## src/hdl/pscec_pkg.sv

```systemverilog
package pscec_pkg;
  localparam int          REG_ADDR_W       = 5;
  localparam int          REG_DATA_W       = 16;
  localparam logic [4:0]  ADDR_SPECIAL_CTL = 5'h11;
  localparam logic [4:0]  ADDR_RESERVED18  = 5'h12;
  localparam logic [4:0]  ADDR_FALSE_CAR   = 5'h13;
  localparam logic [4:0]  ADDR_DISCONNECT  = 5'h14;
  localparam logic [4:0]  ADDR_ERR_FRAME   = 5'h15;
  localparam logic [4:0]  ADDR_SYM_ERR     = 5'h16;
  localparam logic [4:0]  ADDR_PREM_EOF    = 5'h17;
  localparam logic [4:0]  ADDR_TEN_EOF     = 5'h18;
  localparam logic [4:0]  ADDR_JABBER      = 5'h19;
  localparam int          NUM_COUNTERS     = 7;
  localparam logic [15:0] SPECIAL_CTL_RST  = 16'h0000;
  localparam logic [15:0] COUNTER_RST      = 16'h0000;
  localparam logic [15:0] PREM_EOF_RST     = 16'h0001;
  localparam int          SYM_RUN_LEN      = 6;
  localparam int          BIT_SCR_BYPASS   = 15;
  localparam int          BIT_BYP_4B5B     = 14;
  localparam int          BIT_FORCE_H      = 13;
  localparam int          BIT_FORCE_34     = 12;
  localparam int          BIT_VALID_LINK   = 11;
  localparam int          BIT_SYM_ERR_EN   = 10;
  localparam int          BIT_CRS_DIS      = 9;
  localparam int          BIT_DPD_DIS      = 8;
  localparam int          BIT_AN_LOOP      = 7;
  localparam int          BIT_MDI_TRI      = 6;
  localparam int          BIT_FORCE_POL    = 5;
  localparam int          BIT_APOL_DIS     = 4;
  localparam int          BIT_SQ_DIS       = 3;
  localparam int          BIT_EXT_SQ       = 2;
  localparam int          BIT_LINK_DIS     = 1;
  localparam int          BIT_JAB_DIS      = 0;
endpackage

```

## src/hdl/pscec_count_if.sv

```systemverilog
`timescale 1ns/1ps
`default_nettype none
interface pscec_count_if #(parameter int W = 16);
  logic         inc;
  logic         clr;
  logic [W-1:0] value;
  modport owner (input inc, input clr, output value);
  modport user  (output inc, output clr, input value);
endinterface
`default_nettype wire

```

## src/hdl/pscec_sat_counter.sv

```systemverilog
`timescale 1ns/1ps
`default_nettype none
module pscec_sat_counter
  import pscec_pkg::*;
#(
  parameter int          W         = 16,
  parameter logic [15:0] RST_VALUE = 16'h0000
) (
  input  wire logic   clk,  // system clock
  input  wire logic   rst,  // async reset, active high
  pscec_count_if.owner cnt  // increment, clear and value
);
  always_ff @(posedge clk or posedge rst) begin
    if (rst) begin
      cnt.value <= RST_VALUE[W-1:0];
    end else if (cnt.clr) begin
      // event beside a clearing read counts after the clear
      cnt.value <= cnt.inc ? {{(W-1){1'b0}}, 1'b1} : '0;
    end else if (cnt.inc && (cnt.value != {W{1'b1}})) begin
      cnt.value <= cnt.value + {{(W-1){1'b0}}, 1'b1};
    end
  end
endmodule
`default_nettype wire

```

## src/hdl/pscec_top.sv

```systemverilog
// Functional notes
// - bit 15 set routes tx and rx symbols around the scrambler
// - bit 14 set bypasses 4B/5B coding
// - bit 13 forces H pattern, bit 12 forces 34 pattern
// - bit 11 set forces the 100BASE-TX link valid
// - bit 10 set enables the symbol error output
// - bit 9 set disables 100 Mbps receive carrier sense
// - bit 8 set disables dynamic power-down
// - bit 7 set puts auto-negotiation in loopback
// - bit 6 set tri-states the line transmit drivers
// - bit 5 forces reversed polarity, bit 4 disables auto polarity
// - bit 3 set disables the 10BASE-T squelch test
// - bit 2 set enables 10BASE-T extended squelch
// - bit 1 set disables link integrity, link disabled
// - 16-bit false carrier counter, clear on read
// - 16-bit disconnect counter, saturating, clear on read
// - error frame counter adds at most one per errored frame
// - symbol error counter counts each run of six bad symbols once
// - premature end of frame counter, saturating, resets to one
// - 10BASE-T end of frame counter, saturating, clear on read
// - jabber detect counter, saturating, clear on read
// - register after special control reads all zero
//
// Decided for this implementation: the plain strobed port.
`timescale 1ns/1ps
`default_nettype none
module pscec_top
  import pscec_pkg::*;
(
  input  wire logic                  clk,            // 200 MHz clock
  input  wire logic                  rst,            // async reset, active high
  input  wire logic [REG_ADDR_W-1:0] regAddr,        // register address
  input  wire logic [REG_DATA_W-1:0] regWrData,      // write data
  input  wire logic                  regWr,          // write strobe
  input  wire logic                  regRd,          // read strobe
  output logic      [REG_DATA_W-1:0] regRdData,      // read data, cycle after strobe
  input  wire logic                  evFalseCarrier, // false carrier event pulse
  input  wire logic                  evDisconnect,   // disconnect event pulse
  input  wire logic                  rxFrameActive,  // receive frame in progress
  input  wire logic                  rxError,        // any receive error pulse
  input  wire logic                  rxSymbolBad,    // bad symbol pulse
  input  wire logic                  evPrematureEof, // premature end of frame pulse
  input  wire logic                  evTenEof,       // 10BASE-T end of frame pulse
  input  wire logic                  evJabber,       // jabber detect pulse
  output logic                       scramblerBypass,  // skip scrambler
  output logic                       codingBypass,     // skip 4B/5B
  output logic                       forceHPattern,    // send H pattern
  output logic                       force34Pattern,   // send 34 pattern
  output logic                       forceLinkValid,   // treat link as valid
  output logic                       symbolErrOutEn,   // symbol error output enable
  output logic                       carrierSenseOff,  // carrier sense disabled
  output logic                       dynPowerDownOff,  // dynamic power-down disabled
  output logic                       anLoopback,       // auto-negotiation loopback
  output logic                       lineDriverTri,    // line drivers high-impedance
  output logic                       forceReversePol,  // reversed polarity
  output logic                       autoPolarityOff,  // auto polarity disabled
  output logic                       squelchTestOff,   // squelch test disabled
  output logic                       extSquelchOn,     // extended squelch enabled
  output logic                       linkIntegrityOff, // link integrity disabled
  output logic                       jabberOff         // jabber function disabled
);
  logic [REG_DATA_W-1:0] specialCtl;
  logic                  rxFrameD;
  logic                  frameErrSeen;
  logic [2:0]            badRun;
  logic                  errFrameInc;
  logic                  symErrInc;

  pscec_count_if #(.W(REG_DATA_W)) cnt [NUM_COUNTERS] ();

  function automatic logic [2:0] cnt_index(input logic [REG_ADDR_W-1:0] a);
    cnt_index = 3'(a - ADDR_FALSE_CAR);
  endfunction

  function automatic logic is_counter(input logic [REG_ADDR_W-1:0] a);
    is_counter = (a >= ADDR_FALSE_CAR) && (a <= ADDR_JABBER);
  endfunction

  always_ff @(posedge clk or posedge rst) begin
    if (rst) begin
      specialCtl <= SPECIAL_CTL_RST;
    end else if (regWr && (regAddr == ADDR_SPECIAL_CTL)) begin
      specialCtl <= regWrData;
    end
  end

  assign scramblerBypass  = specialCtl[BIT_SCR_BYPASS];
  assign codingBypass     = specialCtl[BIT_BYP_4B5B];
  assign forceHPattern    = specialCtl[BIT_FORCE_H];
  assign force34Pattern   = specialCtl[BIT_FORCE_34];
  assign forceLinkValid   = specialCtl[BIT_VALID_LINK];
  assign symbolErrOutEn   = specialCtl[BIT_SYM_ERR_EN];
  assign carrierSenseOff  = specialCtl[BIT_CRS_DIS];
  assign dynPowerDownOff  = specialCtl[BIT_DPD_DIS];
  assign anLoopback       = specialCtl[BIT_AN_LOOP];
  assign lineDriverTri    = specialCtl[BIT_MDI_TRI];
  assign forceReversePol  = specialCtl[BIT_FORCE_POL];
  assign autoPolarityOff  = specialCtl[BIT_APOL_DIS];
  assign squelchTestOff   = specialCtl[BIT_SQ_DIS];
  assign extSquelchOn     = specialCtl[BIT_EXT_SQ];
  assign linkIntegrityOff = specialCtl[BIT_LINK_DIS];
  assign jabberOff        = specialCtl[BIT_JAB_DIS];

  // one count per errored frame; flag rearms at frame start
  always_ff @(posedge clk or posedge rst) begin
    if (rst) begin
      rxFrameD     <= 1'b0;
      frameErrSeen <= 1'b0;
    end else begin
      rxFrameD <= rxFrameActive;
      if (rxFrameActive && !rxFrameD) begin
        frameErrSeen <= rxError;
      end else if (rxError) begin
        frameErrSeen <= 1'b1;
      end
    end
  end
  assign errFrameInc = rxError && (!frameErrSeen || (rxFrameActive && !rxFrameD));

  // counts the first bad symbol of each run of six
  always_ff @(posedge clk or posedge rst) begin
    if (rst) begin
      badRun <= '0;
    end else if (rxFrameActive && !rxFrameD) begin
      badRun <= rxSymbolBad ? 3'd1 : 3'd0;
    end else if (rxSymbolBad) begin
      badRun <= (badRun == 3'(SYM_RUN_LEN - 1)) ? 3'd0 : badRun + 3'd1;
    end
  end
  assign symErrInc = rxSymbolBad && ((badRun == 3'd0) || (rxFrameActive && !rxFrameD));

  assign cnt[0].inc = evFalseCarrier;
  assign cnt[1].inc = evDisconnect;
  assign cnt[2].inc = errFrameInc;
  assign cnt[3].inc = symErrInc;
  assign cnt[4].inc = evPrematureEof;
  assign cnt[5].inc = evTenEof;
  assign cnt[6].inc = evJabber;

  genvar gi;
  generate
    for (gi = 0; gi < NUM_COUNTERS; gi++) begin : g_cnt
      assign cnt[gi].clr = regRd && is_counter(regAddr) && (cnt_index(regAddr) == 3'(gi));
      pscec_sat_counter #(
        .W        (REG_DATA_W),
        .RST_VALUE((gi == 4) ? PREM_EOF_RST : COUNTER_RST)
      ) u_cnt (
        .clk(clk),
        .rst(rst),
        .cnt(cnt[gi])
      );
    end
  endgenerate

  logic [REG_DATA_W-1:0] cntValues [NUM_COUNTERS];
  generate
    for (gi = 0; gi < NUM_COUNTERS; gi++) begin : g_val
      assign cntValues[gi] = cnt[gi].value;
    end
  endgenerate

  // read data captured before the clear takes effect
  always_ff @(posedge clk or posedge rst) begin
    if (rst) begin
      regRdData <= '0;
    end else if (regRd) begin
      if (regAddr == ADDR_SPECIAL_CTL) begin
        regRdData <= specialCtl;
      end else if (is_counter(regAddr)) begin
        regRdData <= cntValues[cnt_index(regAddr)];
      end else begin
        regRdData <= '0;
      end
    end
  end
endmodule
`default_nettype wire

```

## config.mk

```make
export PLATFORM = sky130hd
export DESIGN_NAME = pscec_top
export DESIGN_NICKNAME = d
export VERILOG_FILES = /design/src/hdl/pscec_pkg.sv /design/src/hdl/pscec_count_if.sv /design/src/hdl/pscec_sat_counter.sv /design/src/hdl/pscec_top.sv
export SDC_FILE = /design/constraint.sdc
export NUM_CORES = 1
export LEC_CHECK = 0
export BUFFER_PORTS_ARGS = -buffer_cell sky130_fd_sc_hd__buf_4
export CORE_ASPECT_RATIO = 0.75
export CORE_MARGIN = 2
export CORE_UTILIZATION = 50
export CTS_CLUSTER_SIZE = 8
export DETAILED_ROUTE_END_ITERATION = 8
export GPL_TIMING_DRIVEN = 0
export PLACE_DENSITY_LB_ADDON = 0.25
export SLEW_MARGIN = 20
export SYNTH_ARGS = -nofsm -noshare
export SYNTH_HDL_FRONTEND = slang
export SYNTH_SLANG_ARGS = --single-unit
```

## constraint.sdc

```tcl
create_clock -name clk -period 6.3 [get_ports clk]
set_clock_uncertainty 0.15 [all_clocks]
set_input_delay 0.315 -clock clk [delete_from_list [all_inputs] [get_ports clk]]
set_output_delay 0.315 -clock clk [all_outputs]
set_load 0.1 [all_outputs]
```

==> results of run 1 <==
==> power groups by stage <==
stage               logic [mW]  registers, mW  clock network [mW]
floorplan                0.390           1.45                   0
CTS                      0.756           1.32                1.10
detailed placement       0.743           1.34                   0
global route             0.820           1.36                1.15
global placement         0.724           1.34                   0
finish                   0.760           1.33                1.09
==> area by class of cell <==
cell class	instances	area [um2]	share of cell area
buffer	40	170	0.0167
clock buffer	20	467	0.0457
clock inverter	12	166	0.0163
inverter	28	113	0.0110
multi-input combinational	676	4610	0.452
sequential	149	3730	0.365
tap	215	269	0.0263
timing repair buffer	82	686	0.0671
==> through the flow <==
| step | hold slack, ns | power [mW] | setup WS, ns | util |
|---|---|---|---|---|
| after floorplan | 0.196 | 1.84 | 1.83 | - |
| after global placement | 0.291 | 2.06 | 0.0249 | 0.555 |
| after detailed placement | 0.205 | 2.08 | 2.38 | 0.557 |
| after CTS | 0.00378 | 3.18 | 2.79 | 0.607 |
| after global routing | 0.0214 | 3.32 | 2.51 | 0.607 |
| final | 0.00743 | 3.18 | 2.75 | 0.607 |
==> worst max path at each step <==
| stage | from | endpoint | cells past startpoint | slack, ns |
|---|---|---|---|---|
| floorplan | rst | badRun[0]$_DFFE_PP0P_ | 1 | 1.83 |
| global placement | rst | specialCtl[11]$_DFFE_PP0P_ | 2 | 0.02 |
| detailed placement | regAddr[0] | regRdData[0]$_DFFE_PP0P_ | 12 | 2.38 |
| CTS | regAddr[0] | regRdData[7]$_DFFE_PP0P_ | 13 | 2.79 |
| global route | regAddr[0] | regRdData[2]$_DFFE_PP0P_ | 12 | 2.51 |
| finish | regAddr[0] | regRdData[7]$_DFFE_PP0P_ | 13 | 2.75 |
==> cell families (layout without fill, tap and decap cells) <==
group / Yosys count / count (layout) / synth area share
xor+xnor: 75 / 75 / 0.0762
simple gates: 399 / 399 / 0.244
mux: 57 / 57 / 0.0943
fa+ha+maj: 12 / 12 / 0.0174
buf+inv: 68 / 182 / 0.0319
compound gates: 133 / 133 / 0.103
flops: 149 / 149 / 0.433
==> worst reg2reg max path, cell delays in order (launching register included) <==
cell,delay (ns)
dfrtp_1,0.45
ha_1,0.21
nand3_1,0.20
nor4_1,0.88
or2_2,0.28
o22ai_1,0.08
a31o_2,0.22
==> metal layers <==
metal,part of all wire,up-vias
li1,-,3501
met1,0.49,3541
met2,0.41,302
met3,0.081,25
met4,0.016,0
met5,0,-
==> synth_stat cells (3+ instances only) <==
| cell | number | area, um2 |
|---|---|---|
| mux2i_1 | 8 | 80.1 |
| nor2_1 | 116 | 435 |
| a311oi_1 | 4 | 35.0 |
| inv_1 | 28 | 105 |
| nand2_1 | 52 | 195 |
| and3_1 | 11 | 68.8 |
| a21oi_1 | 41 | 205 |
| nand4_1 | 41 | 257 |
| o21ai_0 | 16 | 80.1 |
| nand3b_1 | 5 | 37.5 |
| o221ai_1 | 15 | 131 |
| xor2_1 | 25 | 219 |
| o2111ai_1 | 3 | 26.3 |
| nand4b_1 | 3 | 26.3 |
| nor3b_1 | 4 | 30.0 |
| nor4b_1 | 3 | 26.3 |
| nand2b_1 | 8 | 50.1 |
| a211oi_1 | 7 | 52.6 |
| and2_1 | 4 | 25.0 |
| nand3_1 | 51 | 255 |
| a22oi_1 | 15 | 113 |
| nor3_1 | 33 | 165 |
| mux4_2 | 16 | 360 |
| nor2b_1 | 5 | 31.3 |
| buf_1 | 3 | 11.3 |
| dfrtp_1 | 148 | 3700 |
| nor4_1 | 19 | 119 |
| a31oi_1 | 7 | 43.8 |
| buf_2 | 10 | 50.1 |
| mux2_2 | 33 | 372 |
| and4_1 | 17 | 149 |
| a31o_2 | 3 | 26.3 |
| clkbuf_1 | 26 | 97.6 |
| ha_1 | 12 | 150 |
| or2_2 | 3 | 18.8 |
| xnor2_1 | 50 | 438 |
| or3_1 | 8 | 50.1 |
| o211ai_1 | 7 | 52.6 |
==> flip-flops by register name (all words and copies together) (netlist names) <==
register,cells
specialCtl,16
rxFrameD,1
badRun,3
regRdData,16
g_cnt.u_cnt.cnt.value,112
frameErrSeen,1
==> flow_summary.json, run 1 <==
{
  "critPathTopFamily": "buffers and inverters",
  "leakage_nw": 4.23,
  "fin_crit_sh": 0.563,
  "dieArea_um2": 18300,
  "rr_startpoint": "g_cnt[3].u_cnt.cnt.value[0]$_DFFE_PP0P_",
  "pwr-share-seq": 0.419,
  "path_class": "primary input to flop",
  "cts_buffers": 17,
  "grt_max_degree": 98,
  "post_drt_wl_per_cell_um": 18.3,
  "final_common_cell": "dfrtp_1",
  "cts_setup_buffers": 0,
  "clkLatencyLatePin_ns": 0.43,
  "hold_viol_final": 0,
  "cts_hold_buf": 20,
  "placedCellCount": 1170,
  "setup_tns_ns": 0,
  "r2r_setup_slack_ns": 3.73,
  "layout_common_cells": "dfrtp_1 (148), nor2_1 (116), buf_4 (61)",
  "insertedDiodeCount": 0,
  "hold_path_end": "g_cnt[6].u_cnt.cnt.value[0]$_DFFE_PP0P_",
  "start_kind": "primary input",
  "power.net_switching_mw": 1.13,
  "cpPeakStageDelay_ns": 0.48,
  "async_flop_share": 1.00,
  "internal-power_mw": 2.05,
  "grtUsageMet2": 0.341,
  "die-height_um": 118,
  "drtPass1Iterations": 7,
  "switching_share": 0.356,
  "ctsResizeCount": 0,
  "grt_use_met1": 0.393,
  "arrival_ns": 3.67,
  "cts_tree": "done",
  "syn_avg_cell_area_um2": 9.65,
  "drive_gt1_frac": 0.175,
  "antenna_found_initial": 1,
  "die_x_um": 156,
  "postRouteAntennaNets": 0,
  "finalNetCount": 1039,
  "setup_viol": 0,
  "hold_path_depth": 3,
  "syn_inst": 893,
  "worst_slew_pin_slew_ns": 0.974,
  "initial_core_util": 0.512,
  "grt_use_total": 0.249,
  "min_period_ns": 3.55,
  "grt_pass1_vias": 6541,
  "rsz0062_at_grt": "false",
  "slew_headroom": 0.345,
  "cp.required_ns": 6.43,
  "placed_area_um2": 9380,
  "area_delta_synth_final_pct": 18.5,
  "clockRootBuffer": "clkbuf_16",
  "clockPowerShare": 0.343,
  "routabilityCongestion": 0.922,
  "instances_no_fill": 1222,
  "fp-row-count": 41,
  "num_vias": 7369,
  "synth_edf_count": 0,
  "cts.sinks": 149,
  "htree_levels": 4,
  "core_area_um2": 16800,
  "port_buffers": 61,
  "r2r_cells": 6,
  "status": "finished, final reports clean",
  "grt_busiest_layer": "met1",
  "grt_first_pass_wirelength_mm": 35.4,
  "grt_util_met3": 0.0615,
  "ys_seq_elements": 149,
  "routed_wirelength_mm": 22.4,
  "path_clk_slew_ns": 0.06,
  "io_pins": 65,
  "crit_fanout": 10,
  "worstPathCellList": "buf_4 > buf_2 > buf_1 > clkbuf_1 > inv_1 > ha_1 > buf_2 > clkbuf_1 > mux2_2 > a22oi_1 > nor2_1 > a21oi_1 > o221ai_1",
  "cts_max_path_buffers": 2,
  "cap_violations": 0,
  "worstReg2RegEnd": "g_cnt[3].u_cnt.cnt.value[0]$_DFFE_PP0P_",
  "synth_seq_area_share": 0.433,
  "cp_slowest_cell": "clkbuf_1",
  "yosysWarnings": 0,
  "min_from": "evJabber",
  "drcViolationCount": 0,
  "comb_power_share": 0.239,
  "stdcell_area_um2": 10200,
  "grt_overflow_total": 0,
  "maxClockFrequency_mhz": 282,
  "fill_cells": 1428,
  "viasPerCell": 6.03,
  "drt_iter0_markers": 719,
  "slew_viol_final": 0,
  "yosysUniqueCellTypes": 65,
  "dp_hpwl_mm": 16.4,
  "syn_area_um2": 8620,
  "crit_path_end_kind": "flop",
  "critPathBufInv": 7,
  "synth_ff_type": "dfrtp_1",
  "syn_nets": 938,
  "hold_path.class": "primary input to flop",
  "power.density_nw_per_um2": 312,
  "ir_drop_v": 0.000160
}
Power figures use the tool's default switching activity.
==> run 2: changes to the inputs <==
- ABC_AREA: not set -> 1
- clock period: 6.3 -> 2.9 ns (I/O delays scaled with it)
==> flow_summary.json, run 2 <==
{
  "status": "finished, final reports clean",
  "syn_area_um2": 10400,
  "die-height_um": 129,
  "setup_tns_ns": 0,
  "dpl_worst_slack_ns": 0.136,
  "dieArea_um2": 22000,
  "ctsResizeCount": 0,
  "synth_edf_count": 0,
  "syn_avg_cell_area_um2": 6.58,
  "placed_area_um2": 11300,
  "drtPass1Iterations": 5,
  "io_pins": 65,
  "min_from": "regRd",
  "syn_nets": 1626,
  "core_area_um2": 20300,
  "slew_headroom": 0.635,
  "ir_drop_v": 0.000400,
  "start_kind": "primary input",
  "htree_levels": 4,
  "cts_max_path_buffers": 2,
  "setup_viol": 0,
  "clkLatencyLatePin_ns": 0.44,
  "grt_pass1_vias": 9663,
  "worst_slew_pin_slew_ns": 0.548,
  "rr_startpoint": "g_cnt[4].u_cnt.cnt.value[0]$_DFFE_PP1P_",
  "num_vias": 10755,
  "crit_fanout": 11,
  "fin_util": 0.598,
  "yosysWarnings": 0,
  "initial_core_util": 0.512,
  "fin_crit_sh": 0.827,
  "synth_ff_type": "dfrtp_1",
  "holdWs_ns": 0.0916,
  "synth_seq_area_share": 0.359,
  "maxClockFrequency_mhz": 417,
  "placedCellCount": 1932,
  "path_class": "primary input to flop",
  "area_delta_synth_final_pct": 16.8,
  "synth-xor-area-share": 0.0354,
  "top_register": "g_cnt.u_cnt.cnt.value",
  "routabilityCongestion": 0.949,
  "syn_inst": 1581,
  "die_x_um": 171,
  "largest_reg_flops": 112,
  "final_common_cell": "nand2_1",
  "drive_gt1_frac": 0.103,
  "grt_max_degree": 33,
  "post-synth-top-count-cell": "nand2_1",
  "power.density_nw_per_um2": 636,
  "routed_wirelength_mm": 30.7,
  "crit_path_end_kind": "flop",
  "drt_iter0_markers": 1244,
  "stdcell_area_um2": 12200,
  "synth-simple-area-share": 0.429,
  "grt_first_pass_wirelength_mm": 50.0,
  "instances_no_fill": 1988,
  "synth_top_area_cell": "dfrtp_1",
  "leakage_nw": 6.21,
  "postRouteAntennaNets": 0,
  "synth_area_leaders": "dfrtp_1 (36%), nand2_1 (17%), nand3_1 (11%)",
  "fp-row-count": 45,
  "finalWorstSetupSlack_ns": 0.500,
  "yosys-top-cells-count": "nand2_1 (458), nand3_1 (232), nor2_1 (230)",
  "antenna_found_initial": 0,
  "ys_seq_elements": 149,
  "cp.required_ns": 3.12,
  "min_period_ns": 2.40,
  "drcViolationCount": 0,
  "cap_violations": 0,
  "muxShareOfSynthArea": 0.0173,
  "total_power_mw": 7.72,
  "synth_top_area_frac": 0.356,
  "grt_use_total": 0.290,
  "hold_viol_final": 0,
  "finalNetCount": 1739,
  "crit_start": "regAddr[0]",
  "port_buffers": 64,
  "synth-compound-area-share": 0.0467,
  "fill_cells": 1888,
  "async_flop_share": 1.00,
  "slew_viol_final": 0,
  "synthAdderAreaFrac": 0.0144,
  "layout_common_cells": "nand2_1 (458), nand3_1 (232), nor2_1 (230)",
  "cts_buffers": 17,
  "rsz0062_at_grt": "false",
  "clockRootBuffer": "clkbuf_16",
  "grt_overflow_total": 0,
  "viasPerCell": 5.41,
  "path_clk_slew_ns": 0.06,
  "cts_tree": "done",
  "arrival_ns": 2.62,
  "cts.sinks": 149,
  "yosysUniqueCellTypes": 33,
  "post_drt_wl_per_cell_um": 15.5,
  "dp_hpwl_mm": 23.4,
  "insertedDiodeCount": 0,
  "reg_top3": "g_cnt.u_cnt.cnt.value: 112 flops, regRdData: 16 flops, specialCtl: 16 flops",
  "synth_top_family_by_area": "simple AND/OR/NAND/NOR gates",
  "hold_path.class": "primary input to flop"
}
## run 2: cell count changes after synthesis, sizes merged, moves of 16 or more
cell,before,now
nor4,21,0
nand2,52,460
mux2,33,16
a21oi,41,7
nand3,52,236
nand3b,5,35
and4,18,0
o21ai,17,85
nor3,35,14
mux4,16,0
xnor2,50,2
buf,14,40
inv,28,190
nor2,116,234
## run 2: cells by family (layout without fill, tap and decap cells)
group                      after synthesis  after routing
buffers and inverters                  247            372
DFF                                    149            149
adders and majority gates               12             12
xor gates and xnor gates                42             42
and+or+nand+nor                       1020           1020
AOI/OAI and AO/OA                       95             95
muxes                                   16             16
## run 2: worst paths after layout
kind                       slack [ns]                                 endpoint  cells past startpoint
max in group asynchronous        1.43  g_cnt[4].u_cnt.cnt.value[0]$_DFFE_PP1P_                      6
setup / recovery                 0.50                 regRdData[3]$_DFFE_PP0P_                     15
hold / removal                   0.09  g_cnt[5].u_cnt.cnt.value[4]$_DFFE_PP0P_                      4
hold reg to reg                  0.33                 frameErrSeen$_DFFE_PP0P_                      2
min in group asynchronous        0.17                specialCtl[7]$_DFFE_PP0P_                      3
setup reg to reg                 0.69  g_cnt[4].u_cnt.cnt.value[6]$_DFFE_PP0P_                      9
## run 2: power breakdown
part | switching [mW] | internal (mW) | leakage [nW]
Sequential | 0.594 | 2.51 | 1.94
Combinational | 1.69 | 0.809 | 4.01
Clock | 0.931 | 1.19 | 0.258
## run 2: layout make-up
type,count,area (um2),share of cell area
Timing Repair Buffer,94,838,0.0690
Inverter,191,721,0.0593
Buffer,56,314,0.0258
Multi-Input combinational cell,1185,5640,0.464
Tap cell,282,353,0.0290
Clock buffer,22,484,0.0398
Sequential cell,149,3730,0.307
Clock inverter,9,68.8,0.00566
## run 2: routing by layer
layer,global-route usage,wire length (um)
met5,0,0
met1,0.452,15200
met2,0.407,12200
met4,0.0799,560
met3,0.0523,2790
## run 2: timing repair
item,CTS,global route
buffers inserted,0,0
hold buffers,25,0
hold endpoints to repair,94,0
setup endpoints to repair,0,0
## run 2: worst max-delay path: stages
cell      delay [ns]
buf_4           0.14
buf_4           0.16
inv_1           0.08
buf_2           0.21
buf_4           0.21
ha_1            0.24
buf_2           0.19
inv_1           0.11
clkbuf_1        0.35
o21ai_0         0.20
o21ai_0         0.24
nand3_1         0.13
nand2_1         0.10
nand2_1         0.06
nand2_1         0.05
==> run 3: changes to the inputs <==
- ABC_AREA: 1 -> 0
- clock period: 2.9 -> 2.3 ns (I/O delays scaled with it)
==> flow_summary.json, run 3 (synthesized netlist as in run 1, its figures left out) <==
{
  "status": "finished, final reports clean",
  "drcViolationCount": 0,
  "num_vias": 7481,
  "cap_violations": 0,
  "largest_reg_flops": 112,
  "slew_viol_final": 0,
  "final_common_cell": "dfrtp_1",
  "cpPeakStageDelay_ns": 0.53,
  "maxClockFrequency_mhz": 450,
  "dpl_worst_slack_ns": -0.570,
  "area_delta_synth_final_pct": 21.3,
  "arrival_ns": 2.42,
  "cp.required_ns": 2.50,
  "fin_util": 0.621,
  "stdcell_area_um2": 10500,
  "die_x_um": 156,
  "hold_viol_final": 0,
  "drive_gt1_frac": 0.201,
  "layout_common_cells": "dfrtp_1 (147), nor2_1 (115), buf_4 (65)",
  "setup_tns_ns": 0,
  "fp-row-count": 41,
  "cts_buffers": 17,
  "placedCellCount": 1174,
  "clkLatencyLatePin_ns": 0.43,
  "rr_startpoint": "g_cnt[6].u_cnt.cnt.value[0]$_DFFE_PP0P_",
  "cts.sinks": 149,
  "start_kind": "flop",
  "postRouteAntennaNets": 0,
  "power.density_nw_per_um2": 819,
  "clockRootBuffer": "clkbuf_16",
  "internal-power_mw": 5.45,
  "min_from": "regRd",
  "dieArea_um2": 18300,
  "r2r_setup_slack_ns": 0.08,
  "grt_overflow_total": 0,
  "die-height_um": 118,
  "initial_core_util": 0.512,
  "setup_viol": 0,
  "port_buffers": 61,
  "comb_power_share": 0.251,
  "htree_levels": 4,
  "insertedDiodeCount": 0,
  "hold_path_end": "g_cnt[0].u_cnt.cnt.value[14]$_DFFE_PP0P_",
  "top_register": "g_cnt.u_cnt.cnt.value",
  "power.net_switching_mw": 3.11,
  "io_pins": 65,
  "cts_max_path_buffers": 2,
  "hold_path_depth": 4,
  "clockPowerShare": 0.316,
  "dp_hpwl_mm": 17.1,
  "routed_wirelength_mm": 23.4,
  "path_class": "flop to flop",
  "grt_use_total": 0.262,
  "grt_pass1_vias": 6862,
  "finalWorstSetupSlack_ns": 0.0777,
  "r2r_cells": 7,
  "reg_top3": "g_cnt.u_cnt.cnt.value: 112 flops, regRdData: 16 flops, specialCtl: 16 flops",
  "hold_path.class": "primary input to flop",
  "antenna_found_initial": 0,
  "worstReg2RegEnd": "g_cnt[6].u_cnt.cnt.value[4]$_DFFE_PP0P_",
  "worst_slew_pin_slew_ns": 0.689,
  "finalNetCount": 1052,
  "crit_path_end_kind": "flop",
  "post_drt_wl_per_cell_um": 18.9,
  "placed_area_um2": 9480,
  "ir_drop_v": 0.000423,
  "core_area_um2": 16800,
  "drtPass1Iterations": 5,
  "grt_max_degree": 35,
  "grt_first_pass_wirelength_mm": 37.6,
  "viasPerCell": 6.06,
  "cts_tree": "done",
  "fin_crit_sh": 0.966,
  "slew_headroom": 0.538,
  "crit_fanout": 8,
  "path_clk_slew_ns": 0.06,
  "switching_share": 0.363,
  "min_period_ns": 2.22,
  "leakage_nw": 4.35,
  "pwr-share-seq": 0.433,
  "cp_slowest_cell": "or4_4",
  "drt_iter0_markers": 662,
  "worstPathCellList": "ha_1 > nand3_1 > or4_4 > buf_6 > or2_4 > and4_4 > nor3_2",
  "instances_no_fill": 1235,
  "routabilityCongestion": 0.931
}
run 3: stage by stage:
| stage | hold WS [ns] | power, mW |
|---|---|---|
| final | 0.0344 | 8.56 |
| after global routing | 0.0380 | 8.95 |
| after CTS | 0.0216 | 8.53 |
| after detailed placement | 0.0315 | 5.76 |
| after global placement | 0.0907 | 5.68 |
| after floorplan | -0.00357 | 5.05 |
run 3: power by group through the flow:
stage          clock (mW)  combinational, mW  sequential (mW)
2_1_floorplan           0               1.07             3.97
3_3_place_gp            0               1.99             3.69
3_5_place_dp            0               2.06             3.70
4_1_cts              2.73               2.13             3.66
5_1_grt              2.85               2.35             3.76
6_report             2.70               2.15             3.71
run 3: worst max-delay path by stage:
stage	startpoint	endpoint	slack [ns]
final	g_cnt[6].u_cnt.cnt.value[0]$_DFFE_PP0P_	g_cnt[6].u_cnt.cnt.value[4]$_DFFE_PP0P_	0.08
after global routing	g_cnt[5].u_cnt.cnt.value[8]$_DFFE_PP0P_	g_cnt[5].u_cnt.cnt.value[2]$_DFFE_PP0P_	-0.005
after CTS	regAddr[0]	regRdData[2]$_DFFE_PP0P_	0.0005
after detailed placement	regAddr[0]	regRdData[5]$_DFFE_PP0P_	-0.57
after global placement	rst	specialCtl[12]$_DFFE_PP0P_	-0.86
after floorplan	regAddr[0]	regRdData[8]$_DFFE_PP0P_	0.001
run 3: per-layer routing:
metal | vias to the layer above | global-route usage | part of all wire | wire length, um
met5 | - | 0 | 0 | 0
met4 | 0 | 0.0717 | 0.016 | 377
met3 | 29 | 0.0608 | 0.081 | 1890
met2 | 265 | 0.362 | 0.42 | 9790
met1 | 3667 | 0.409 | 0.48 | 11300
li1 | 3520 | - | - | -
run 3: area by class of cell:
| type | count | area [um2] |
|---|---|---|
| fill | 1369 | 6370 |
| multi-input combinational | 676 | 4720 |
| sequential | 149 | 3730 |
| timing repair buffer | 95 | 853 |
| clock buffer | 22 | 444 |
| tap | 215 | 269 |
| buffer | 40 | 216 |
| clock inverter | 10 | 111 |
| inverter | 28 | 109 |
run 3: critical path: cells and delay by family, from the launching register on:
family        cells  cell delay (ns)
simple gates      5             1.23
flops             1             0.39
fa+ha+maj         1             0.22
buf+inv           1             0.15
run 3: timing repair:
action                     in CTS  in global routing
setup buffers                   0                  4
gates cloned                    0                  0
hold endpoints to repair      127                  0
hold buffers                   25                  0
pin swaps                       0                  1
setup endpoints to repair      18                 31
gates resized for setup        12                 21
